==> config.mk <==
export PLATFORM = sky130hd
export DESIGN_NAME = dacswc_core
export DESIGN_NICKNAME = d
export VERILOG_FILES = /design/src/logic/dacswc_pkg.sv /design/src/logic/dacswc_core.sv
export SDC_FILE = /design/constraint.sdc
export NUM_CORES = 1
export LEC_CHECK = 0
export BUFFER_PORTS_ARGS = -buffer_cell sky130_fd_sc_hd__buf_2
export CORE_MARGIN = 10
export CORE_UTILIZATION = 40
export CTS_CLUSTER_DIAMETER = 200
export DETAILED_ROUTE_END_ITERATION = 8
export SYNTH_ARGS = -nofsm -noshare
export SYNTH_HDL_FRONTEND = slang
export SYNTH_SLANG_ARGS = --single-unit
==> constraint.sdc <==
create_clock -name clk_sys -period 1.9 [get_ports clk_sys]
set_input_delay 0.19 -clock clk_sys [delete_from_list [all_inputs] [get_ports clk_sys]]
set_output_delay 0.19 -clock clk_sys [all_outputs]
set_load 0.01 [all_outputs]
==> src/logic/dacswc_pkg.sv <==
`default_nettype none
package dacswc_pkg;
  // Word layout
  localparam int WORD_BITS = 16;
  localparam int CODE_BITS = 12;
  localparam int POS_SEL_HIGH = 15;
  localparam int POS_SPEED = 14;
  localparam int POS_POWER = 13;
  localparam int POS_SEL_LOW = 12;
  localparam int POS_REFSEL_HIGH = 1;
  localparam int POS_REFSEL_LOW = 0;
  // Register select codes
  localparam logic [1:0] SEL_DAC = 2'h0;
  localparam logic [1:0] SEL_CONFIG = 2'h3;
  // Reference select codes
  localparam logic [1:0] REF_EXT_A = 2'h0;
  localparam logic [1:0] REF_INT_1V024 = 2'h1;
  localparam logic [1:0] REF_INT_2V048 = 2'h2;
  localparam logic [1:0] REF_EXT_B = 2'h3;
  // Reset values
  localparam logic [11:0] RST_CODE = 12'h000;
  localparam logic [1:0] RST_REFSEL = 2'h0;
  localparam logic RST_SPEED = 1'b0;
  localparam logic RST_POWER = 1'b0;

  typedef enum logic [1:0] {
    DACSWC_REF_EXTERNAL,
    DACSWC_REF_1V024,
    DACSWC_REF_2V048
  } dacswc_ref_e;

  // Settings presented to the analog core
  typedef struct packed {
    logic [11:0] code;
    logic speed_select;
    logic power_down_bit;
    logic [1:0] refsel;
    dacswc_ref_e ref_source;
  } dacswc_out_s;
endpackage : dacswc_pkg
`default_nettype wire

==> src/logic/dacswc_core.sv <==
`timescale 1ns/1ps
`default_nettype none
// Operation
// - Config writes keep only payload bits 1:0 as reference select.
// - Reference select 00/11 external, 01 internal 1.024 V, 10 internal 2.048 V.
// - Output updates on the rising serial clock edge after bit 16, or when frame sync rises.
// - Reference configuration persists across later code writes.
// - Chip select low, frame sync fall starts word; MSB first on falling edges.
// - Word transfers to its latch after 16 bits or when frame sync rises.
// - Bit 14 sets speed, bit 13 power down, bits 15 and 12 select target.
// - Target 00 goes to code, 11 to config; 01 and 10 reserved.
module dacswc_core (
  input wire logic clk_sys,
  input wire logic rst,
  input wire logic sclk,
  input wire logic din,
  input wire logic frame_sync,
  input wire logic cs_n,
  output logic [11:0] dac_code,
  output logic speed_select,
  output logic power_down_bit,
  output logic [1:0] refsel,
  output dacswc_pkg::dacswc_ref_e ref_source,
  output logic update_pulse
);
  // All state of the block in one register
  typedef struct packed {
    // Two-stage synchronisers for the pins
    logic [1:0] sclk_sy;
    logic [1:0] din_sy;
    logic [1:0] fs_sy;
    logic [1:0] cs_sy;
    // Edge detector history
    logic sclk_prev;
    logic fs_prev;
    // Word assembly
    logic active;
    logic [4:0] cnt;
    logic [15:0] shift;
    logic pend;
    logic [15:0] word;
    // Settings driven to the analog core
    dacswc_pkg::dacswc_out_s out;
    logic upd;
    logic cut; // Word ended early by frame sync
  } dacswc_state_s;

  // Registered state and its next value
  dacswc_state_s st_q;
  dacswc_state_s st_d;
  // Pins after the second synchroniser stage
  logic sclk_s;
  logic din_s;
  logic fs_s;
  logic cs_s;
  // One-cycle edge strobes of the synchronised pins
  logic sclk_fall;
  logic sclk_rise;
  logic fs_fall;
  logic fs_rise;
  // Register select pair of the captured word
  logic [1:0] tgt;

  // Synchronised pins and edge detection on second stage only
  always_comb begin
    sclk_s = st_q.sclk_sy[1];
    din_s = st_q.din_sy[1];
    fs_s = st_q.fs_sy[1];
    cs_s = st_q.cs_sy[1];
    // Edges compare the second stage with its previous value
    sclk_fall = st_q.sclk_prev & ~sclk_s;
    sclk_rise = ~st_q.sclk_prev & sclk_s;
    fs_fall = st_q.fs_prev & ~fs_s;
    fs_rise = ~st_q.fs_prev & fs_s;
    // Target from bits 15 and 12
    tgt = {st_q.word[dacswc_pkg::POS_SEL_HIGH], st_q.word[dacswc_pkg::POS_SEL_LOW]};
  end

  // Next state: synchronisers, word shifter and latch transfer
  always_comb begin
    st_d = st_q;
    // Two flip-flop synchronisers, the second stage feeds all logic
    st_d.sclk_sy = {st_q.sclk_sy[0], sclk};
    st_d.din_sy = {st_q.din_sy[0], din};
    st_d.fs_sy = {st_q.fs_sy[0], frame_sync};
    st_d.cs_sy = {st_q.cs_sy[0], cs_n};
    // Previous levels for edge detection
    st_d.sclk_prev = sclk_s;
    st_d.fs_prev = fs_s;
    // Update strobe lasts a single cycle
    st_d.upd = 1'h0;
    // Word start and shifting
    if (!cs_s && fs_fall) begin
      st_d.active = 1'h1;
      st_d.cnt = '0;
      st_d.shift = '0;
      st_d.cut = 1'h0;
    end else if (st_q.active && !cs_s && sclk_fall && !fs_s) begin
      st_d.shift = {st_q.shift[14:0], din_s};
      st_d.cnt = st_q.cnt + 5'h01;
      // Sixteenth bit closes the word, transfer waits for the next rise
      if (st_q.cnt == 5'(dacswc_pkg::WORD_BITS - 1)) begin
        st_d.active = 1'h0;
        st_d.pend = 1'h1;
        st_d.word = {st_q.shift[14:0], din_s};
      end
    end else if (st_q.active && fs_rise) begin
      // Frame sync rose early, partial word stays right aligned
      st_d.active = 1'h0;
      st_d.pend = 1'h1;
      st_d.cut = 1'h1;
      st_d.word = st_q.shift;
    end
    // Full word waits for a serial clock or frame sync rise, a cut word applies at once
    if (st_q.pend && (sclk_rise || fs_rise || st_q.cut)) begin
      st_d.pend = 1'h0;
      st_d.cut = 1'h0;
      // Reserved targets are dropped without any update
      if (tgt == dacswc_pkg::SEL_DAC || tgt == dacswc_pkg::SEL_CONFIG) begin
        st_d.upd = 1'h1;
        st_d.out.speed_select = st_q.word[dacswc_pkg::POS_SPEED];
        st_d.out.power_down_bit = st_q.word[dacswc_pkg::POS_POWER];
        // Code writes leave the reference select untouched
        if (tgt == dacswc_pkg::SEL_DAC) begin
          st_d.out.code = st_q.word[11:0];
        end else begin
          st_d.out.refsel = {st_q.word[dacswc_pkg::POS_REFSEL_HIGH],
                             st_q.word[dacswc_pkg::POS_REFSEL_LOW]};
        end
      end
    end
    // Reference decode follows the next reference select
    unique case (st_d.out.refsel)
      dacswc_pkg::REF_INT_1V024: st_d.out.ref_source = dacswc_pkg::DACSWC_REF_1V024;
      dacswc_pkg::REF_INT_2V048: st_d.out.ref_source = dacswc_pkg::DACSWC_REF_2V048;
      dacswc_pkg::REF_EXT_A, dacswc_pkg::REF_EXT_B: begin
        st_d.out.ref_source = dacswc_pkg::DACSWC_REF_EXTERNAL;
      end
    endcase
  end

  // State register with synchronous reset, pins parked at idle levels
  always_ff @(posedge clk_sys) begin
    if (rst) begin
      st_q <= '0;
      st_q.sclk_sy <= 2'h3;
      st_q.fs_sy <= 2'h3;
      st_q.cs_sy <= 2'h3;
      st_q.sclk_prev <= 1'h1;
      st_q.fs_prev <= 1'h1;
      // Settings return to their power-on values
      st_q.out.code <= dacswc_pkg::RST_CODE;
      st_q.out.refsel <= dacswc_pkg::RST_REFSEL;
      st_q.out.speed_select <= dacswc_pkg::RST_SPEED;
      st_q.out.power_down_bit <= dacswc_pkg::RST_POWER;
      st_q.out.ref_source <= dacswc_pkg::DACSWC_REF_EXTERNAL;
    end else begin
      st_q <= st_d;
    end
  end

  // Outputs straight from the state register
  assign dac_code = st_q.out.code;
  assign speed_select = st_q.out.speed_select;
  assign power_down_bit = st_q.out.power_down_bit;
  assign refsel = st_q.out.refsel;
  assign ref_source = st_q.out.ref_source;
  assign update_pulse = st_q.upd;

  // Reference decode
  AST_REF_DECODE: assert property (@(posedge clk_sys) disable iff (rst)
    (refsel == 2'h1) |-> (ref_source == dacswc_pkg::DACSWC_REF_1V024))
    else $error("reference decode wrong");
  AST_REF_2V048: assert property (@(posedge clk_sys) disable iff (rst)
    (refsel == 2'h2) |-> (ref_source == dacswc_pkg::DACSWC_REF_2V048))
    else $error("upper internal reference decode wrong");
  AST_EXT_DECODE: assert property (@(posedge clk_sys) disable iff (rst)
    (refsel == 2'h0 || refsel == 2'h3) |-> (ref_source == dacswc_pkg::DACSWC_REF_EXTERNAL))
    else $error("external decode wrong");
  // Code and reference select change only on an applied word of their own target
  AST_CODE_KEEP: assert property (@(posedge clk_sys) disable iff (rst)
    !update_pulse |-> ##1 (update_pulse || $stable(dac_code)))
    else $error("code changed without update");
  AST_RESERVED: assert property (@(posedge clk_sys) disable iff (rst)
    (st_q.pend && tgt[1] != tgt[0]) |=> !update_pulse)
    else $error("reserved word applied");
  AST_REF_ON_CODE: assert property (@(posedge clk_sys) disable iff (rst)
    (st_q.pend && tgt == 2'h0) |=> $stable(refsel))
    else $error("code write altered reference");
  AST_CODE_ON_CFG: assert property (@(posedge clk_sys) disable iff (rst)
    (st_q.pend && tgt == 2'h3) |=> $stable(dac_code))
    else $error("config write altered code");
  // Reset clears the settings
  AST_RESET_CLEAR: assert property (@(posedge clk_sys) rst |=>
    (dac_code == dacswc_pkg::RST_CODE && refsel == dacswc_pkg::RST_REFSEL &&
     speed_select == dacswc_pkg::RST_SPEED && power_down_bit == dacswc_pkg::RST_POWER))
    else $error("reset left settings behind");
  // Control bits of every applied word
  AST_SPEED: assert property (@(posedge clk_sys) disable iff (rst)
    $rose(update_pulse) |-> (speed_select == $past(st_q.word[14])))
    else $error("speed bit not applied");
  AST_POWER: assert property (@(posedge clk_sys) disable iff (rst)
    $rose(update_pulse) |-> (power_down_bit == $past(st_q.word[13])))
    else $error("power bit not applied");
  // Word framing and update timing
  AST_FULL_WORD: assert property (@(posedge clk_sys) disable iff (rst)
    (st_q.active && sclk_fall && !fs_s && !cs_s && st_q.cnt == 5'h0F) |=> st_q.pend)
    else $error("word not closed after sixteen bits");
  AST_SHORT_END: assert property (@(posedge clk_sys) disable iff (rst)
    (st_q.active && fs_rise) |=> (st_q.pend && st_q.cut))
    else $error("early frame end not closed");
  AST_WAIT_RISE: assert property (@(posedge clk_sys) disable iff (rst)
    (st_q.pend && !st_q.cut && !sclk_rise && !fs_rise) |=> !update_pulse)
    else $error("update before serial clock rise");
  AST_ONE_PULSE: assert property (@(posedge clk_sys) disable iff (rst)
    update_pulse |=> !update_pulse)
    else $error("update strobe longer than one cycle");
  AST_UNSELECTED: assert property (@(posedge clk_sys) disable iff (rst)
    (cs_s && !st_q.active) |=> !st_q.active)
    else $error("word started without chip select");
endmodule : dacswc_core
`default_nettype wire

==> results.sh <==
export IMPL_cellPowerDensity_mw_per_mm2=912
export IMPL_yosys_warnings=0
export IMPL_p_leak_nw=1.26
export IMPL_synthTopCellsByCount="dfxtp_1, nor2_1, mux2i_1"
export IMPL_status="finished clean"
export IMPL_wl_per_cell_microns=12.8
export IMPL_fin_nets=290
export IMPL_area_growth_pct=13.3
export IMPL_worstMarginPinSlew_ns=0.826
export IMPL_grt_max_degree=34
export IMPL_synthesis_nets=278
export IMPL_yosysMostFrequentCell="dfxtp_1"
export IMPL_netlist_area_sq_mm=0.00264
export IMPL_final_cells=363
export IMPL_core_sq_mm=0.00639
export IMPL_async_flop_share=0
export IMPL_cts_buffers=9
export IMPL_rows=29
export IMPL_fin_area_sq_mm=0.00299
export IMPL_grt_util_met3=0.0272
export IMPL_insertedDiodeCount=0
export IMPL_totalWireLength_microns=4640
export IMPL_initialDrtViolationCount=68
export IMPL_start_util=0.413
export IMPL_setup_viol=0
export IMPL_post_route_period_util=0.944
export IMPL_slew_violations=0
export IMPL_drc=0
export IMPL_netlist_area_leader_share=0.524
export IMPL_syn_inst=269
export IMPL_antenna_found_initial=0
export IMPL_dpl_hpwl_microns=3090
export IMPL_io_buffers=24
export IMPL_synth_edff_count=0
export IMPL_cts_tree="yes"
export IMPL_slew_headroom=0.449
export IMPL_cp_slowest_stage_delay_ns=0.34
export IMPL_h_tree_depth=3
export IMPL_cp_end_kind="register"
export IMPL_fmax_ghz=0.557
export IMPL_tns_ns=0
export IMPL_track_usage=0.0950
export IMPL_multi_input_area_sq_mm=0.00107
export IMPL_final_seq_area_sq_mm=0.00138
export IMPL_hold_class="input pin to register"
export IMPL_place_congestion=0.756
export IMPL_ys_seq_area_frac=0.524
export IMPL_syn_avg_cell_area_sq_um=9.80
export IMPL_dominantRegCellSynth="dfxtp_1"
export IMPL_cts_sinks=69
export IMPL_crit_type="register to register"
export IMPL_die_w_microns=101
export IMPL_die_area_sq_mm=0.0102
export IMPL_grt_pass1_vias=1688
export IMPL_route_antenna_remaining_nets=0
export IMPL_placed_area_sq_mm=0.00272
export IMPL_hold_violations=0
export IMPL_clk_pin_slew_ns=0.07
export IMPL_critPathLaunchType="register"
export IMPL_ios=25
export IMPL_clock_skew_final_ns=0.00533
export IMPL_met2_usage=0.129
export IMPL_die_h_microns=101
export IMPL_vias=1777
export IMPL_grt_pass1_wl_microns=7860
export IMPL_synth_seq_cells=69
export IMPL_met1_usage=0.122
export IMPL_overflow=0
export IMPL_synth_largest_area_cell="dfxtp_1"
export IMPL_min_period_ns=1.79
export IMPL_yosys_top_cells_area="dfxtp_1, mux2i_1, nor2_1"
export IMPL_rsz0062_at_grt="true"
export IMPL_insertion_delay_ns=0.33
export IMPL_synth_cell_type_count=31
export IMPL_crit_fanout=16
export IMPL_dp_cells=345
export IMPL_crit_chain="ha_1, and3_1, ha_1, nand4bb_1, a21oi_4, buf_4, clkbuf_16, a211oi_1"
export IMPL_crit_path_frequent_cell="ha_1"
export IMPL_total_power_mw=2.72
export IMPL_maxCapViolations=0
export IMPL_crit_slowest_cell="dfxtp_1"
export IMPL_dr_pass1_iters=4
export IMPL_num_fill_cells=632
export IMPL_required_ns=2.15
export IMPL_vdd_drop_max_mv=0.544
export IMPL_via_per_inst=4.90
export IMPL_root_buffer="clkbuf_8"
export IMPL_cts_path_max_buffers=2
export IMPL_grt_busiest_layer="met2"
export IMPL_drive_gt1_frac=0.238
export IMPL_arrival_ns=2.04
-- layout by cell type, fill, tap and decap left out, drive strengths merged --
| cell type | instances |
|---|---|
| dfxtp | 69 |
| nor2 | 44 |
| buf | 31 |
| mux2i | 21 |
| a21oi | 17 |
| a211oi | 16 |
| nand2 | 13 |
| nand3 | 13 |
| clkbuf | 13 |
| or2 | 8 |
| inv | 5 |
| nor2b | 5 |
| nand2b | 3 |
| xor2 | 3 |
| ha | 3 |
| clkinv | 3 |
| and3 | 2 |
| nor3 | 2 |
| o311ai | 2 |
| or3b | 2 |
| nand3b | 2 |
| nand4 | 2 |
| nand4bb | 1 |
| mux2 | 1 |
| o31a | 1 |
| nor3b | 1 |
| o31ai | 1 |
| o21ba | 1 |
| bufinv | 1 |
-- critical path, delay by kind of cell (launching register included) --
kind / cells / cell delay, ns
AO/OA/AOI/OAI: 2 / 0.31
adder cells (fa/ha/maj): 2 / 0.38
buffers and inverters: 2 / 0.32
flip-flops: 1 / 0.34
AND/OR/NAND/NOR: 2 / 0.36
-- sequential cells by signal (all words and copies together) (netlist names), 2 cells and up --
signal      cells
dac_code       12
ref_source      2
refsel          2
st_d            4
st_q           42
-- layout make-up --
| cell class | count | share of cell area |
|---|---|---|
| Timing Repair Buffer | 32 | 0.0704 |
| Multi-Input combinational cell | 164 | 0.358 |
| Sequential cell | 69 | 0.463 |
| Clock buffer | 12 | 0.0553 |
| Clock inverter | 4 | 0.0151 |
| Tap cell | 77 | 0.0323 |
| Inverter | 5 | 0.00628 |
-- routing by layer --
| metal | part of all wire | up-vias | routed length, microns |
|---|---|---|---|
| li1 | - | 918 | - |
| met1 | 0.48 | 821 | 2250 |
| met2 | 0.44 | 29 | 2030 |
| met3 | 0.053 | 9 | 247 |
| met4 | 0.026 | 0 | 119 |
| met5 | 0 | - | 0 |
-- metrics by stage --
stage                util  hold slack (ns)  setup slack (ns)
global route        0.468           0.0270           -0.0428
global placement    0.425            0.372             0.234
floorplan               -            0.294             0.243
CTS                 0.458           0.0148             0.141
finish              0.468           0.0345             0.106
detailed placement  0.425            0.375             0.167
-- repair_timing --
action | in CTS | in global routing
hold buffers | 0 | 0
resized for setup | 0 | 5
buffers inserted | 0 | 1
hold endpoints to repair | 0 | 0
endpoints found under the setup margin | 0 | 12
-- worst paths after layout --
check,start,to,slack [ns],cells after the start
max,st_q[53],st_q[31],0.11,8
min,frame_sync,st_d[64],0.03,2
max reg2reg,st_q[53],st_q[31],0.11,8
min reg2reg,st_d[62],cs_s,0.41,1
-- cell families after synthesis --
logic type | share of synthesized area
fa+ha+maj | 0.0142
flops | 0.524
xor+xnor | 0.00997
compound gates | 0.107
buf+inv | 0.0802
simple gates | 0.180
mux | 0.0840
-- report_power, final --
part | internal (mW) | switching, mW | total, mW
logic | 0.0162 | 0.0304 | 0.0466
registers | 1.46 | 0.00496 | 1.46
clock network | 0.707 | 0.510 | 1.22
total | 2.18 | 0.545 | 2.72
Note: power is estimated with default switching activity, not from simulation.
